File: config.mk
export PLATFORM = sky130hd
export DESIGN_NAME = debug_unit
export DESIGN_NICKNAME = d
export VERILOG_FILES = /design/src/verilog/opcode_tracker.v /design/src/verilog/debug_unit.v
export VERILOG_INCLUDE_DIRS = /design/src /design/src/shared
export SDC_FILE = /design/constraint.sdc
export NUM_CORES = 1
export LEC_CHECK = 0
export ABC_AREA = 1
export BUFFER_PORTS_ARGS = -buffer_cell sky130_fd_sc_hd__buf_4
export CAP_MARGIN = 20
export CORE_MARGIN = 2
export CORE_UTILIZATION = 50
export CTS_CLUSTER_DIAMETER = 150
export CTS_CLUSTER_SIZE = 24
export DETAILED_ROUTE_END_ITERATION = 8
export GPL_TIMING_DRIVEN = 0
export PLACE_DENSITY = 0.7
export SLEW_MARGIN = 20
export SYNTH_ARGS = -nofsm -noshare
export SYNTH_HDL_FRONTEND = slang
export SYNTH_SLANG_ARGS = --single-unit
File: constraint.sdc
create_clock -name pclk -period 3.1 [get_ports pclk]
set_input_delay 0.31 -clock pclk [delete_from_list [all_inputs] [get_ports pclk]]
set_output_delay 0.31 -clock pclk [all_outputs]
set_load 0.05 [all_outputs]
File: src/shared/debug_defs.vh
// Purpose: constants for the on-chip debug breakpoint and trace block
// Assumes: APB register words at byte offsets, 8-bit paddr
// Notes:   fields sit in the low byte of each word, 16-bit ones in the low halfword
// Notes on behaviour
// [RULE1] simple breakpoint compares each CPU address with 16-bit match value
// [RULE2] forced simple break: background entry at next instruction boundary
// [RULE3] tagged simple break marks the fetched opcode at the match address
// [RULE4] simple breakpoint only while its enable is 1; enable resets to 0
// [RULE5] force_tag_select 1 chooses forced, 0 chooses tagged breakpoints
// [RULE6] eight-stage capture FIFO, trigger logic decides when and what
// [RULE7] two 16-bit comparators, each optionally qualified by read/write
// [RULE8] tag trigger mode routes each match through own opcode tracker
// [RULE9] comparators do greater/less-or-equal for inside and outside range
// [RULE10] comparators muted during every background controller access
// [RULE11] A compares address; B compares address or data byte by mode
// [RULE12] full modes: B uses write data if A qualified on write
// [RULE13] match may break CPU, store data, start or stop flow capture
// [RULE14] status shows valid count; early stop needs (8-count)-1 dummy reads
// [RULE15] read high port first; low port read shifts FIFO
// [RULE16] event modes store 8-bit data; low port read shifts
// [RULE17] flow address at or two bus cycles after begin trigger not stored
// [RULE18] end trace stores a flow-change trigger as last entry
// [RULE19] unarmed low port read pushes last fetched opcode address
// [RULE20] taken conditional branch stores own address; always/never none
// [RULE21] indirect jump/call, interrupt and returns store destination
// [RULE22] tag request travels with opcode; force waits for boundary
// [RULE23] writing arm 1 sets armed flag, clears match flags and count
`ifndef DEBUG_DEFS_VH
`define DEBUG_DEFS_VH
// register byte offsets
`define OFF_BDC_SC    8'h00
`define OFF_BDC_MATCH 8'h04
`define OFF_CMP_A     8'h08
`define OFF_CMP_B     8'h0c
`define OFF_DBG_CTRL  8'h10
`define OFF_DBG_TRIG  8'h14
`define OFF_DBG_STAT  8'h18
`define OFF_FIFO_HI   8'h1c
`define OFF_FIFO_LO   8'h20
// bdc_status_control bits
`define BIT_SB_EN     7
`define BIT_FTS       6
// control bits
`define BIT_ARM       7
`define BIT_BRKEN     6
`define BIT_TAG       5
`define BIT_CMP_A_RW_QUALIFY_ENABLE     3
`define BIT_RWA       2
`define BIT_RWBEN     1
`define BIT_RWB       0
// trigger register bits
`define BIT_TRIGGER_TAG_SELECT    7
`define BIT_BEGIN     6
// status bits
`define BIT_AF        7
`define BIT_BF        6
`define BIT_ARMED_FLAG      5
// trigger modes
`define MODE_A_ONLY   4'h0
`define MODE_A_OR_B   4'h1
`define MODE_A_THEN_B 4'h2
`define MODE_FULL_EQ  4'h3
`define MODE_FULL_NE  4'h4
`define MODE_EVT_B    4'h5
`define MODE_A_EVT_B  4'h6
`define MODE_INSIDE   4'h7
`define MODE_OUTSIDE  4'h8
// flow-change kinds from the CPU
`define COF_COND      2'h0
`define COF_ALWAYS    2'h1
`define COF_INDIRECT  2'h2
`define COF_RETURN    2'h3
// counts
`define FIFO_FULL     4'h8
`define BEGIN_SKIP    2'h2
`endif

File: src/verilog/opcode_tracker.v
// Purpose: follows tagged opcodes through the instruction queue
// Assumes: one push per fetch, one pop per executed opcode
// Notes:   flush drops all queued tags, as the CPU drops the queue
`default_nettype none
module opcode_tracker #(
  parameter DEPTH = 4,
  parameter CW    = 3
) (
  input  wire       clk,
  input  wire       rst_n,
  input  wire       fetch,
  input  wire       hit,
  input  wire       exec,
  input  wire       flush,
  output wire       trig
);
  reg [DEPTH-1:0] tag_ff;
  reg [CW-1:0]    cnt_ff;
  reg [DEPTH-1:0] nxt_tag;
  reg [CW-1:0]    nxt_cnt;
  integer         i;

  // trigger only when the tagged opcode really executes
  assign trig = exec & (cnt_ff != {CW{1'b0}}) & tag_ff[0]; // RULE8

  // pop at head, push behind the last entry
  always @*
  begin
    nxt_tag = tag_ff;
    nxt_cnt = cnt_ff;
    if (exec && cnt_ff != {CW{1'b0}})
    begin
      nxt_tag = tag_ff >> 1;
      nxt_cnt = cnt_ff - 1'b1;
    end
    if (fetch && nxt_cnt < DEPTH)
    begin
      for (i = 0; i < DEPTH; i = i + 1)
        if (i == nxt_cnt)
          nxt_tag[i] = hit; // RULE8
      nxt_cnt = nxt_cnt + 1'b1;
    end
    if (flush)
      nxt_cnt = {CW{1'b0}};
  end

  always @(posedge clk or negedge rst_n)
  begin
    if (!rst_n)
    begin
      tag_ff <= {DEPTH{1'b0}};
      cnt_ff <= {CW{1'b0}};
    end
    else
    begin
      tag_ff <= nxt_tag;
      cnt_ff <= nxt_cnt;
    end
  end
endmodule // opcode_tracker
`default_nettype wire

File: src/verilog/debug_unit.v
// Purpose: simple breakpoint, two comparators, trigger and trace FIFO
// Assumes: CPU bus signals arrive on pclk, no synchronising needed
// Notes:   zero-wait APB slave, unmapped offsets answer pslverr
//
// Chosen here: register access over APB and the register offsets.
`include "debug_defs.vh"
`default_nettype none
module debug_unit #(
  parameter DEPTH = 8,
  parameter QDEP  = 4
) (
  input  wire        pclk,
  input  wire        presetn,
  input  wire        psel,
  input  wire        penable,
  input  wire        pwrite,
  input  wire [7:0]  paddr,
  input  wire [31:0] pwdata,
  output reg  [31:0] prdata,
  output wire        pready,
  output wire        pslverr,
  input  wire        cpu_valid,
  input  wire        cpu_rw,
  input  wire        cpu_opfetch,
  input  wire [15:0] cpu_addr,
  input  wire [7:0]  cpu_rdata,
  input  wire [7:0]  cpu_wdata,
  input  wire        bdc_access,
  input  wire        q_exec,
  input  wire        q_flush,
  input  wire        insn_boundary,
  input  wire        cof_valid,
  input  wire [1:0]  cof_kind,
  input  wire        cof_taken,
  input  wire [15:0] cof_src,
  input  wire [15:0] cof_dst,
  output wire        tag_break_req,
  output wire        force_break_req
);
  reg  [7:0]  bdc_status_control_ff;
  reg  [15:0] bdc_match_address_ff;
  reg  [15:0] cmp_a_ff;
  reg  [15:0] cmp_b_ff;
  reg  [7:0]  ctrl_ff;
  reg  [7:0]  debug_trigger_reg_ff;
  reg         armed_ff;
  reg         af_ff;
  reg         bf_ff;
  reg  [3:0]  fifo_valid_count_ff;
  reg         seen_a_ff;
  reg         started_ff;
  reg  [1:0]  skip_ff;
  reg  [15:0] last_fetch_ff;
  reg         force_pend_ff;
  reg  [15:0] fifo_ff [0:DEPTH-1];
  reg         mapped;
  reg  [31:0] rd_mux;
  reg         trigger;
  reg         push;
  reg  [15:0] push_val;
  integer     i;

  // rw qualifier: ignored when its enable is clear
  function rw_ok;
    input en;
    input val;
    input rw;
    begin
      rw_ok = !en || (rw == val);
    end
  endfunction

  wire       wr_en  = psel & penable & pwrite;
  wire       rd_en  = psel & penable & !pwrite;
  wire [3:0] mode   = debug_trigger_reg_ff[3:0];
  wire       evt    = (mode == `MODE_EVT_B) || (mode == `MODE_A_EVT_B);
  wire       full   = (mode == `MODE_FULL_EQ) || (mode == `MODE_FULL_NE);
  wire       range  = (mode == `MODE_INSIDE) || (mode == `MODE_OUTSIDE);
  wire       cmp_a_rw_qualify_enable  = ctrl_ff[`BIT_CMP_A_RW_QUALIFY_ENABLE];
  wire       cmp_a_rw_value    = ctrl_ff[`BIT_RWA];
  wire       trigger_tag_select = debug_trigger_reg_ff[`BIT_TRIGGER_TAG_SELECT];
  wire       begin_t = debug_trigger_reg_ff[`BIT_BEGIN] | evt;
  wire       rd_lo  = rd_en && paddr == `OFF_FIFO_LO;
  wire       full_q = fifo_valid_count_ff == `FIFO_FULL;

  // debugger bus cycles never match comparators A and B
  wire bus_ok = cpu_valid & !bdc_access; // RULE10

  // data byte for B: write bus only for A qualified on write
  wire [7:0] dsel = (cmp_a_rw_qualify_enable && !cmp_a_rw_value) ? cpu_wdata : cpu_rdata; // RULE12

  // comparator A on address, B on address or data byte
  wire a_q = bus_ok & (cpu_addr == cmp_a_ff)
             & rw_ok(cmp_a_rw_qualify_enable, cmp_a_rw_value, cpu_rw); // RULE7 RULE11
  wire b_q = bus_ok & (cpu_addr == cmp_b_ff)
             & rw_ok(ctrl_ff[`BIT_RWBEN], ctrl_ff[`BIT_RWB], cpu_rw); // RULE7
  wire b_dat = dsel == cmp_b_ff[7:0]; // RULE11
  wire ge_a  = cpu_addr >= cmp_a_ff; // RULE9
  wire le_b  = cpu_addr <= cmp_b_ff; // RULE9
  wire a_rw  = bus_ok & rw_ok(cmp_a_rw_qualify_enable, cmp_a_rw_value, cpu_rw);

  // A-side condition folded with data or range checks
  reg cond_a;
  always @*
  begin
    case (mode)
      `MODE_FULL_EQ: cond_a = a_q & b_dat;
      `MODE_FULL_NE: cond_a = a_q & !b_dat;
      `MODE_INSIDE:  cond_a = a_rw & ge_a & le_b; // RULE9
      `MODE_OUTSIDE: cond_a = a_rw & !(ge_a & le_b); // RULE9
      default:       cond_a = a_q;
    endcase
  end

  // separate trackers so both channels can be in flight
  wire trk_a;
  wire trk_b;
  opcode_tracker #(.DEPTH(QDEP), .CW(3)) u_trk_a (
    .clk   (pclk),
    .rst_n (presetn),
    .fetch (cpu_valid & cpu_opfetch),
    .hit   (cond_a),
    .exec  (q_exec),
    .flush (q_flush),
    .trig  (trk_a)
  );
  opcode_tracker #(.DEPTH(QDEP), .CW(3)) u_trk_b (
    .clk   (pclk),
    .rst_n (presetn),
    .fetch (cpu_valid & cpu_opfetch),
    .hit   (b_q),
    .exec  (q_exec),
    .flush (q_flush),
    .trig  (trk_b)
  );
  wire ta = trigger_tag_select ? trk_a : cond_a; // RULE8
  wire tb = trigger_tag_select ? trk_b : b_q; // RULE8

  // trigger decode per mode
  always @*
  begin
    case (mode)
      `MODE_A_OR_B:  trigger = ta | tb;
      `MODE_A_THEN_B: trigger = tb & seen_a_ff;
      `MODE_EVT_B:   trigger = tb;
      `MODE_A_EVT_B: trigger = tb & seen_a_ff;
      default:       trigger = ta;
    endcase
    trigger = trigger & armed_ff;
  end

  // flow-change address; always/never branches store nothing
  reg        cof_hit;
  reg [15:0] cof_addr;
  always @*
  begin
    cof_addr = cof_dst; // RULE21
    case (cof_kind)
      `COF_COND:
      begin
        cof_hit  = cof_valid & cof_taken; // RULE20
        cof_addr = cof_src; // RULE20
      end
      `COF_ALWAYS: cof_hit = 1'b0; // RULE20
      default:     cof_hit = cof_valid; // RULE21
    endcase
  end

  // capture decision
  always @*
  begin
    push     = 1'b0;
    push_val = cof_addr;
    if (!armed_ff)
    begin
      push     = rd_lo; // RULE19
      push_val = last_fetch_ff; // RULE19
    end
    else if (evt)
    begin
      push     = trigger & !full_q; // RULE13 RULE16
      push_val = {8'h00, dsel}; // RULE16
    end
    else if (begin_t)
      // pipeline delay hides trigger cycle and two bus cycles after
      push = cof_hit & started_ff & (skip_ff == 2'h0) & !full_q; // RULE17
    else
      push = cof_hit; // RULE13 RULE18
  end

  // simple breakpoint, gated by its enable
  wire sb_en  = bdc_status_control_ff[`BIT_SB_EN];
  wire sb_fts = bdc_status_control_ff[`BIT_FTS];
  wire sb_hit = sb_en & cpu_valid
                & (cpu_addr == bdc_match_address_ff); // RULE1 RULE4
  wire brk    = ctrl_ff[`BIT_BRKEN];
  wire tagsel = ctrl_ff[`BIT_TAG];

  // tag goes out with the fetch so it rides the queue
  assign tag_break_req = cpu_valid & cpu_opfetch & (
    (sb_hit & !sb_fts) // RULE3 RULE5 RULE22
    | (brk & tagsel & (full ? a_q : (cond_a | b_q)))); // RULE13 RULE22
  assign force_break_req = force_pend_ff; // RULE22

  // read mux
  always @*
  begin
    mapped = 1'b1;
    rd_mux = 32'h0000_0000;
    case (paddr)
      `OFF_BDC_SC:    rd_mux[7:0] = bdc_status_control_ff;
      `OFF_BDC_MATCH: rd_mux[15:0] = bdc_match_address_ff;
      `OFF_CMP_A:     rd_mux[15:0] = cmp_a_ff;
      `OFF_CMP_B:     rd_mux[15:0] = cmp_b_ff;
      `OFF_DBG_CTRL:  rd_mux[7:0] = ctrl_ff;
      `OFF_DBG_TRIG:  rd_mux[7:0] = debug_trigger_reg_ff;
      `OFF_DBG_STAT:  rd_mux[7:0] = {af_ff, bf_ff, armed_ff, 1'b0,
                                     fifo_valid_count_ff}; // RULE14
      `OFF_FIFO_HI:   rd_mux[7:0] = fifo_ff[DEPTH-1][15:8]; // RULE15
      `OFF_FIFO_LO:   rd_mux[7:0] = fifo_ff[DEPTH-1][7:0]; // RULE15
      default:        mapped = 1'b0;
    endcase
  end

  assign pready  = 1'b1;
  assign pslverr = psel & penable & !mapped;

  // read data latched in setup so it comes from a flop
  always @(posedge pclk or negedge presetn)
  begin
    if (!presetn)
      prdata <= 32'h0000_0000;
    else if (psel && !penable)
      prdata <= rd_mux;
  end

  // software registers
  always @(posedge pclk or negedge presetn)
  begin
    if (!presetn)
    begin
      bdc_status_control_ff <= 8'h00; // RULE4
      bdc_match_address_ff  <= 16'h0000;
      cmp_a_ff              <= 16'h0000;
      cmp_b_ff              <= 16'h0000;
      ctrl_ff               <= 8'h00;
      debug_trigger_reg_ff  <= 8'h00;
    end
    else if (wr_en)
    begin
      case (paddr)
        `OFF_BDC_SC:    bdc_status_control_ff <= pwdata[7:0];
        `OFF_BDC_MATCH: bdc_match_address_ff <= pwdata[15:0];
        `OFF_CMP_A:     cmp_a_ff <= pwdata[15:0];
        `OFF_CMP_B:     cmp_b_ff <= pwdata[15:0];
        `OFF_DBG_CTRL:  ctrl_ff <= pwdata[7:0];
        `OFF_DBG_TRIG:  debug_trigger_reg_ff <= pwdata[7:0];
        default:        ctrl_ff <= ctrl_ff;
      endcase
    end
  end

  wire arm_wr = wr_en && paddr == `OFF_DBG_CTRL;
  // hand stop before full moves the data up one place
  wire stop_sh = arm_wr & !pwdata[`BIT_ARM] & armed_ff & !full_q; // RULE14

  // run control, flags and count
  always @(posedge pclk or negedge presetn)
  begin
    if (!presetn)
    begin
      armed_ff            <= 1'b0;
      af_ff               <= 1'b0;
      bf_ff               <= 1'b0;
      fifo_valid_count_ff <= 4'h0;
      seen_a_ff           <= 1'b0;
      started_ff          <= 1'b0;
      skip_ff             <= 2'h0;
    end
    else if (arm_wr)
    begin
      armed_ff <= pwdata[`BIT_ARM]; // RULE23
      if (pwdata[`BIT_ARM])
      begin
        af_ff               <= 1'b0; // RULE23
        bf_ff               <= 1'b0; // RULE23
        fifo_valid_count_ff <= 4'h0; // RULE23
        seen_a_ff           <= 1'b0;
        started_ff          <= evt;
        skip_ff             <= 2'h0;
      end
    end
    else
    begin
      // match flags never set during any control write, so a hit in that cycle is lost
      if (armed_ff && ta)
      begin
        af_ff     <= 1'b1;
        seen_a_ff <= 1'b1;
      end
      if (armed_ff && tb)
        bf_ff <= 1'b1;
      if (push && !full_q)
        fifo_valid_count_ff <= fifo_valid_count_ff + 4'h1; // RULE14
      if (trigger && begin_t && !evt && !started_ff)
      begin
        started_ff <= 1'b1; // RULE13
        skip_ff    <= `BEGIN_SKIP; // RULE17
      end
      else if (cpu_valid && skip_ff != 2'h0)
        skip_ff <= skip_ff - 2'h1; // RULE17
      // end trace stops on trigger, begin trace when full
      if (trigger && !begin_t)
        armed_ff <= 1'b0; // RULE13 RULE18
      else if (armed_ff && begin_t && full_q)
        armed_ff <= 1'b0;
    end
  end

  // capture FIFO, oldest word at the read port
  always @(posedge pclk or negedge presetn)
  begin
    if (!presetn)
    begin
      for (i = 0; i < DEPTH; i = i + 1)
        fifo_ff[i] <= 16'h0000;
    end
    else if (push || rd_lo || stop_sh)
    begin
      for (i = DEPTH - 1; i > 0; i = i - 1)
        fifo_ff[i] <= fifo_ff[i-1]; // RULE6 RULE15 RULE16
      fifo_ff[0] <= push ? push_val : 16'h0000;
    end
  end

  // last opcode address for profiling; forced break pending
  always @(posedge pclk or negedge presetn)
  begin
    if (!presetn)
    begin
      last_fetch_ff <= 16'h0000;
      force_pend_ff <= 1'b0;
    end
    else
    begin
      if (cpu_valid && cpu_opfetch)
        last_fetch_ff <= cpu_addr; // RULE19
      // new request wins over the boundary that would clear it
      if ((sb_hit && sb_fts) || (brk && !tagsel && trigger))
        force_pend_ff <= 1'b1; // RULE2 RULE5 RULE13
      else if (insn_boundary)
        force_pend_ff <= 1'b0; // RULE2 RULE22
    end
  end
endmodule // debug_unit
`default_nettype wire

# Yosys cells after proc, flatten, opt, wreduce, memory -nomap -nowiden
# Cells that the tools add are included.
# classes
n_shift,0
n_div,0
mul,0
n_mux,55
reduce_logical,73
n_bitwise,41
magnitude_cmp,4
eq_ne,31
addsub,6
# op_table
op,count
$pmux W8 S9,1
$mux W16,4
$eq A16 B16 Y1,3
$and A1 B1 Y1,37
$eq A8 B5 Y1 const B,4
$mux W1,28
$mux W4,7
$pmux W8 S3,1
$logic_and A1 B1 Y1,22
$reduce_and A2 Y1,11
$mux W3,6
$eq A4 B3 Y1 const B,4
$eq A8 B4 Y1 const B,2
$ge A16 B16 Y1,1
$le A16 B16 Y1,1
$logic_not A1 Y1,16
$eq A2 B3 Y1 const A,4
$reduce_bool A2 Y1,6
$reduce_bool A3 Y1,4
$reduce_or A9 Y1,1
$eq A4 B2 Y1 const B,2
$eq A4 B4 Y1 const B,2
$eq A8 B3 Y1 const B,1
$eq A8 B6 Y1 const B,1
other kinds (22),41
# word_totals
wordCells,237
mem_count,0
romBits,0
ff_bits,257
ram_bits,0
input_bits,120
out_inout_bits,36
latch_bits,0

# Depth between registers and ports, before layout
# Gate-level depths: netlist (run 1).
# depth
word_depth,17
ltp_mapped,24
ltp_nobuf,23

# Cells and area by module
# Synthesis (run 1) repeated with hierarchy kept, for this count alone.
# hier_totals
cells_unflattened,1660
area_unflattened_um2,13694.4
# by_module_without_submodules
module,cells_each,seq_area_each_um2,instances,area_each_um2
debug_unit,1509,6080.8,1,12582.1
opcode_tracker (u_trk_b),77,175.2,1,566.8
opcode_tracker (u_trk_a),74,175.2,1,545.5

# Least setup slack after synthesis (run 1)
# No wires, ideal clock.
# synth_timing
path_kind,input to output
from,input port paddr[1]
to,output port pslverr
path_slack_ns,-0.472
required_time_ns,2.790
path_buffers,0
arrival_ns,3.262
path_stages,8
path_cell_list,nor2_1 > inv_1 > nor3_1 > inv_1 > nor2_1 > inv_1 > o2111ai_1 > a2111oi_0
# synth_between
elab_chain_len,5
elab_cells_between_ends,13
classes_between,eq/ne: 8; mux: 1; bitwise: 1; reduce/logical: 3
# synth_lines
item,line_no,text
from (decl),debug_unit.v:17,"input wire [7:0] paddr,"
"$eq A8 B6 Y1, or another cell as far along",debug_unit.v:210,case (paddr)
$reduce_or A9 Y1 (no line) (*),n/a,
$mux W1 (*),debug_unit.v:210,
$logic_not A1 Y1 (*),debug_unit.v:226,assign pslverr = psel & penable & !mapped;
$and A1 B1 Y1 (*),debug_unit.v:226,
to (decl),debug_unit.v:21,"output wire pslverr,"
# Every way passes the cells marked *; elsewhere a longest branch is shown, timed or not.

# Worst setup path in the final report (run 1)
# layout_timing
from,register cmp_a_ff[3]
to,output port tag_break_req
# layout_between
elab_chain_len,10
elab_cells_between_ends,17
classes_between,order compare: 1; eq/ne: 1; mux: 2; bitwise: 12; reduce/logical: 1
# layout_lines
item,line_no,text
from (decl),debug_unit.v:42,reg [15:0] cmp_a_ff;
from (signal assigned),debug_unit.v:254,`OFF_CMP_A: cmp_a_ff <= pwdata[15:0];
$ge A16 B16 Y1 or $eq A16 B16 Y1 (tied branches),"debug_unit.v:98, debug_unit.v:93",
"$and A1 B1 Y1, on equally long branches","debug_unit.v:110, debug_unit.v:93",
$logic_not A1 Y1 or $and A1 B1 Y1 (tied branches),"debug_unit.v:110, debug_unit.v:94",
"$and A1 B1 Y1, on equally long branches","debug_unit.v:110, debug_unit.v:107, debug_unit.v:108",
$pmux W1 S4,debug_unit.v:106,case (mode)
$or A1 B1 Y1,debug_unit.v:202,| (brk & tagsel & (full ? a_q : (cond_a | b_q))));
$mux W1 (*),debug_unit.v:202,
$and A1 B1 Y1 (*),debug_unit.v:202,
$or A1 B1 Y1 (*),debug_unit.v:202,
$and A1 B1 Y1 (*),debug_unit.v:200,assign tag_break_req = cpu_valid & cpu_opfetch & (
to (decl),debug_unit.v:37,"output wire tag_break_req,"
# Marks and branches as above.

==> flow_summary.yaml, run 1 <==
status:
  status: "finished with violations"
  violations: "DRC, setup timing"
clocking:
  tritoncts: "done"
  path_clk_slew_ns: 0.11
  root_buffer: "clkbuf_16"
  cts_inserted_buffers: 14
  clock_latency_ns: 0.50
  htreeDepth: 1
  clock-sinks: 257
  clockBufferDepth: 3
drt:
  wl_per_cell_um: 17.96
  wirelength_mm: 38.94
  wl_met1_mm: 17.04
  met3_length_mm: 2.303
  drc_errors: 2
  wl_met2_mm: 18.41
  dr.pass1.iters: 7
  avgViaCountPerCell: 5.537
  dr.first_iter.drc_count: 1072
  num_vias: 12004
  top_layer_used: "met4"
  ant_nets: 0
die:
  die_area_um2: 28050
  die_height_um: 167.5
  row_count: 59
  ioPinCount: 156
  initial_core_util_pct: 51.14
  die_w_um: 167.5
  coreArea_um2: 26130
sta:
  min_period_over_period_pct: 103.8
  maxSlewViolCount: 0
  setup_ws_ns: -0.1170
  fmax_mhz: 310.8
  rsz0062_at_grt: "true"
  setup_violations: 1
  hold_violations: 0
  worst_pin_slew_ns: 0.7086
  max_slew_margin_pct: 52.76
  fin_hold_ws_ns: 0.04036
  fin_skew_ns: 0.01874
  fin_crit_ns: 3.217
synth:
  netlist_area_um2: 13360
  yosysUniqueCellTypes: 47
  synth_compound_area_share_pct: 11.09
  yosys_warnings: 0
  synth_top_area_share_pct: 48.12
  yosysTopAreaCell: "dfrtp_1"
  ys_top_cells_by_area: "dfrtp_1 48%, nand2_1 15%, nand4_1 6.1%, o21ai_0 4.8%, ha_1 4.6%"
  synth_flop_cell: "dfrtp_1"
  async_flop_share_pct: 100.0
  syn_inst: 1648
  synth-seq-cells: 257
  synth_edf_count: 0
  synthXorXnorAreaFrac_pct: 0.8520
  synthSimpleGateAreaFrac_pct: 25.77
  synthTopCellsByCount: "551 x nand2_1, 257 x dfrtp_1, 159 x inv_1, 131 x nand4_1, 129 x o21ai_0"
  synth_top_family_by_area: "simple AND/OR/NAND/NOR gates"
  muxShareOfSynthArea_pct: 0.8520
  avgSynthCellArea_um2: 8.109
  synthAdderAreaFrac_pct: 4.588
  synth_most_common_cell: "nand2_1"
  synth_seq_area_share_pct: 48.12
power_and_ir_drop:
  clockPowerShare_pct: 29.9
  power_switching_w: 0.001889
  p_int_w: 0.004742
  ir_drop_v: 0.0003454
  cellPowerDensity_nw_per_um2: 416.8
  power_w: 0.006631
  comb_power_share_pct: 17.0
  leakagePower_nw: 8.139
  swShare_pct: 28.49
  pwr-share-seq_pct: 53.2
grt:
  grt_max_degree: 97
  grt_pass1_wl_mm: 60.68
  grt_pass1_vias: 11532
  antenna_found_initial: 0
  gr-total-overflow: 0
  grt_use_total_pct: 27.10
hold_path:
  hold_path.class: "input port to register"
cells_and_area:
  syn_to_final_growth_pct: 19.05
  n_antenna_cell: 0
  layout.nets: 2002
  final_layout_size_suffix_gt1_share_pct: 15.82
  fin_util_pct: 60.88
  fin_area_um2: 15910
placed_design:
  gp_congestion: 0.9791
  io_buffers: 120
  post_dp_cell_area_um2: 14800
  hpwl_mm: 29.27
worst_setup_path:
  cp-end-kind: "output pin"
  critPathKind: "register to output pin"
  arrival_ns: 2.91
  cp_max_fo: 3
  cp_data_required_time_ns: 2.79
  crit_path_start_kind: "register"
run:
  drv_cap: 0
final timing paths:
kind                                                from                          end  slack (ns)  depth (start not counted)
worst max-delay path             cmp_a_ff[3]$_DFFE_PN0P_                tag_break_req       -0.12                         17
worst min-delay path                       insn_boundary  force_break_req$_DFFE_PN0P_        0.04                          2
worst max register to register   cmp_a_ff[3]$_DFFE_PN0P_      fifo_ff[93]$_DFFE_PN0P_        0.10                         23
worst min register to register  fifo_ff[106]$_DFFE_PN0P_      fifo_ff[90]$_DFFE_PN0P_        0.47                          2
max in group asynchronous                        presetn      cmp_b_ff[7]$_DFFE_PN0P_        1.44                          4
min in group asynchronous                        presetn      fifo_ff[22]$_DFFE_PN0P_        0.35                          2
per-stage QoR:
stage | worst slack [ns] | TNS [ns] | instances
global placement | -0.4077 | -125.66 | 2118
CTS | -0.03982 | -0.03982 | 2151
detailed placement | -0.3183 | -36.06 | 2120
floorplan | 0.1963 | 0 | 1663
global route | -0.2234 | -4.274 | 2168
finish | -0.1170 | -0.1170 | 2168
layer usage:
metal | vias up | global-route usage (%)
met4 | 0 | 7.410
met3 | 59 | 2.836
li1 | 5825 | -
met5 | - | 0
met2 | 402 | 45.10
met1 | 5718 | 38.12
cell usage in the layout (no fill, tap or decap), types with 3 or more instances in the layout:
cell | netlist | layout
buf_8 | 0 | 6
a31oi_1 | 9 | 9
nor2_2 | 1 | 6
xnor2_1 | 3 | 3
nand2_2 | 2 | 13
nor2_4 | 0 | 4
a221oi_1 | 17 | 17
dfrtp_1 | 257 | 253
ha_1 | 49 | 34
o311ai_0 | 3 | 3
o21ai_0 | 129 | 128
xor2_1 | 10 | 10
a21oi_2 | 0 | 4
clkbuf_16 | 0 | 17
ha_4 | 0 | 15
nor2_1 | 46 | 37
inv_2 | 3 | 16
buf_4 | 22 | 168
nand4_1 | 131 | 131
nand2_1 | 551 | 537
o211ai_1 | 10 | 10
o31ai_1 | 7 | 7
nand3_1 | 44 | 42
conb_1 | 2 | 17
nor3_1 | 18 | 17
buf_6 | 9 | 12
mux2_2 | 3 | 3
a21oi_1 | 36 | 32
buf_2 | 14 | 5
mux2i_1 | 8 | 8
clkbuf_1 | 53 | 53
o22ai_1 | 22 | 22
o2111ai_1 | 3 | 3
nand2_4 | 0 | 3
a21o_1 | 7 | 7
inv_1 | 159 | 146
dfrtp_2 | 0 | 4
registers in the layout (all words and copies together), names as in the netlist:
register               cells
u_trk_b.cnt_ff             3
fifo_ff                  128
u_trk_a.tag_ff             4
cmp_b_ff                  16
prdata                    16
bdc_match_address_ff      16
cmp_a_ff                  16
ctrl_ff                    8
started_ff                 1
skip_ff                    2
u_trk_a.cnt_ff             3
last_fetch_ff             16
u_trk_b.tag_ff             4
seen_a_ff                  1
bdc_status_control_ff      8
fifo_valid_count_ff        4
force_break_req            1
debug_trigger_reg_ff       8
armed_ff                   1
bf_ff                      1
cell type report:
class / instances / area (um2)
repair buffers: 154 / 1272
multi-input cells: 1142 / 6175
flip-flops and latches: 257 / 6436
clock inverters: 1 / 8.758
inverters: 164 / 615.6
fillers: 2376 / 10220
well taps: 335 / 419.2
clock buffers: 15 / 375.4
plain buffers: 100 / 608.1
power by group through the flow:
stage | clock network (W) | registers [W] | logic [W]
after floorplan | 0 | 0.00357 | 0.000676
after global placement | 0 | 0.00359 | 0.00102
after detailed placement | 0 | 0.00359 | 0.00106
after CTS | 0.00200 | 0.00352 | 0.00109
after global routing | 0.00211 | 0.00354 | 0.00127
final | 0.00198 | 0.00353 | 0.00112
cells by family after synthesis:
| family | count (synthesis) |
|---|---|
| other cells | 2 |
| fa+ha+maj | 49 |
| simple gates | 799 |
| buf+inv | 264 |
| compound gates | 253 |
| flops | 257 |
| mux | 11 |
| xor+xnor | 13 |
what timing repair did:
| action | 4_1_cts | 5_1_grt |
|---|---|---|
| pin swaps | 9 | 24 |
| hold buffers | 1 | 0 |
| buffers inserted | 14 | 15 |
| resized for setup | 27 | 82 |
| cloned | 0 | 2 |
| hold endpoints to repair | 71 | 0 |
| endpoints found under the setup margin | 136 | 133 |
critical path, cell delays in order, from the launching register on:
cell and delay, ns:
dfrtp_1 0.39, inv_1 0.05, ha_1 0.29, nand2_1 0.11, nor2_2 0.17, nand2_1 0.08
nor2_1 0.10, nor2_1 0.04, nand2_1 0.11, nand2_1 0.07, nand2_1 0.06, nand3_1 0.07
nand3_2 0.08, nand2_2 0.06, a21oi_2 0.14, o211ai_1 0.13, a21oi_2 0.26, buf_6 0.20
Note: power is estimated with default switching activity, not from simulation.
==> run 2, diff against run 1 <==
--- a/config.mk
+++ b/config.mk
@@ -12,10 +12,9 @@
 export CORE_MARGIN = 2
 export CORE_UTILIZATION = 50
 export CTS_CLUSTER_DIAMETER = 150
-export CTS_CLUSTER_SIZE = 24
 export DETAILED_ROUTE_END_ITERATION = 8
 export GPL_TIMING_DRIVEN = 0
-export PLACE_DENSITY = 0.7
+export PLACE_DENSITY = 0.76
 export SLEW_MARGIN = 20
 export SYNTH_ARGS = -nofsm -noshare
 export SYNTH_HDL_FRONTEND = slang
==> flow_summary.yaml, run 2 (same netlist as run 1, synthesis figures left out) <==
power_and_ir_drop:
  comb_power_share_pct: 13.7
  swShare_pct: 26.62
  ir_drop_v: 0.0004042
  clockPowerShare_pct: 44.0
  p_int_w: 0.006124
  power_switching_w: 0.002222
  pwr-share-seq_pct: 42.3
  leakagePower_nw: 8.470
  power_w: 0.008346
  cellPowerDensity_nw_per_um2: 502.8
worst_setup_path:
  arrival_ns: 2.98
  cp_max_fo: 2
  critPathSlowestCell: "dfrtp_1"
  cp-end-kind: "output pin"
  cp_cell_sequence: "inv_2 -> ha_4 -> nand2_2 -> nor2_2 -> nand2_4 -> nor3_4 -> inv_1 -> nand2_2 -> nand2_1 -> nand2_1 -> nand3_2 -> nand3_2 -> nand2_2 -> a21oi_2 -> o211ai_1 -> a21oi_2 -> buf_6"
  path_common_cell: "nand2_2"
  critPathKind: "register to output pin"
  cp_data_required_time_ns: 2.79
  critical-path-max-stage-delay_ns: 0.41
  crit_path_start_kind: "register"
drt:
  num_vias: 12574
  avgViaCountPerCell: 5.700
  drc_errors: 3
  wirelength_mm: 40.15
  dr.pass1.iters: 9
  wl_per_cell_um: 18.20
  dr.first_iter.drc_count: 1169
  ant_nets: 0
cells_and_area:
  largest_reg_flops: 128
  fin_area_um2: 16600
  layout.nets: 2021
  n_fill_cell: 2214
  final_common_cell: "nand2_1"
  regMostFlops: "fifo_ff"
  seqCellArea_um2: 6435
  multi_input_area_um2: 6195
  n_antenna_cell: 0
  syn_to_final_growth_pct: 24.21
  final_layout_size_suffix_gt1_share_pct: 17.74
  layout_common_cells: "532 x nand2_1, 254 x dfrtp_1, 166 x buf_4, 143 x inv_1, 131 x nand4_1"
sta:
  final.setup.tns_ns: -0.1915
  setup_violations: 1
  min_period_over_period_pct: 106.2
  fin_crit_ns: 3.291
  hold_violations: 0
  worst_pin_slew_ns: 0.7722
  maxSlewViolCount: 0
  max_slew_margin_pct: 48.08
  rsz0062_at_grt: "true"
  setup_ws_ns: -0.1915
  fin_skew_ns: 0.02215
  fmax_mhz: 303.8
die:
  ioPinCount: 156
  die_area_um2: 28050
  coreArea_um2: 26130
  initial_core_util_pct: 51.14
  die_w_um: 167.5
  row_count: 59
  die_height_um: 167.5
clocking:
  clockBufferDepth: 3
  root_buffer: "clkbuf_16"
  path_clk_slew_ns: 0.06
  cts_inserted_buffers: 28
  clock_latency_ns: 0.55
  htreeDepth: 1
  tritoncts: "done"
  clock-sinks: 257
placed_design:
  gp_congestion: 0.9911
  hpwl_mm: 28.60
  place_ws_ns: -0.1728
  post_dp_cell_area_um2: 14800
  io_buffers: 120
grt:
  gr-total-overflow: 0
  grt_pass1_wl_mm: 62.22
  grt_max_degree: 99
  grt_use_total_pct: 27.69
  antenna_found_initial: 1
  grt_pass1_vias: 11817
hold_path:
  hold_path.class: "input port to register"
run:
  drv_cap: 0
status:
  violations: "DRC, setup timing"
  status: "finished with violations"
[run 2: layout make-up]
class                      instances  area share [%]
inverter                         164           3.708
multi-input combinational       1142           37.32
tap                              335           2.525
sequential                       257           38.77
buffer                            98           3.512
clock inverter                    17           1.545
timing repair buffer             161           8.065
clock buffer                      32           4.560
[run 2: what timing repair did]
action                                  4_1_cts  5_1_grt
gates cloned                                  0        5
pin swaps                                    21       22
setup buffers                                16       14
hold buffers                                  4        0
endpoints found under the hold margin        95        0
endpoints found under the setup margin      133      135
resized for setup                            40       83
[run 2: routing by layer]
| layer | GRT usage [%] | vias to the layer above | share of wire (%) |
|---|---|---|---|
| met5 | 0 | - | 0.027 |
| met4 | 10.09 | 2 | 4.0 |
| met3 | 3.663 | 120 | 7.5 |
| met2 | 46.18 | 559 | 48 |
| met1 | 37.27 | 5997 | 40 |
| li1 | - | 5896 | - |
[run 2: metrics by stage]
| stage | hold WS [ns] | std cells | utilization (%) |
|---|---|---|---|
| 4_1_cts | 0.006368 | 2189 | 61.77 |
| 3_3_place_gp | 0.4521 | 2118 | 56.41 |
| 5_1_grt | 0.03242 | 2206 | 63.52 |
| 3_5_place_dp | 0.3904 | 2120 | 56.65 |
| 2_1_floorplan | 0.01441 | 1663 | - |
| 6_report | 0.03055 | 2206 | 63.52 |
[run 2: critical path: cells and delay by family (launching register included)]
kind                     cells  cell delay, ns
AND/OR/NAND/NOR             10            0.93
AO/OA/AOI/OAI                3            0.49
flip-flops                   1            0.41
buffers and inverters        3            0.33
adder cells (fa/ha/maj)      1            0.27
[run 2: final timing paths]
| kind | cells past startpoint | start | slack, ns | endpoint |
|---|---|---|---|---|
| max | 17 | cmp_b_ff[10]$_DFFE_PN0P_ | -0.19 | tag_break_req |
| min | 3 | cpu_addr[12] | 0.03 | last_fetch_ff[12]$_DFFE_PN0P_ |
| max reg2reg | 20 | cmp_b_ff[10]$_DFFE_PN0P_ | 0.01 | fifo_ff[106]$_DFFE_PN0P_ |
| min reg2reg | 2 | fifo_ff[71]$_DFFE_PN0P_ | 0.47 | fifo_ff[55]$_DFFE_PN0P_ |
| max in group asynchronous | 3 | presetn | 1.79 | fifo_ff[110]$_DFFE_PN0P_ |
| min in group asynchronous | 2 | presetn | 0.38 | fifo_ff[24]$_DFFE_PN0P_ |
[run 2: power groups by stage]
stage               Combinational (W)  Clock (W)  Sequential [W]
finish                        0.00114    0.00367         0.00353
global route                  0.00130    0.00382         0.00354
CTS                           0.00110    0.00369         0.00353
detailed placement            0.00107          0         0.00359
global placement              0.00100          0         0.00359
floorplan                    0.000676          0         0.00357
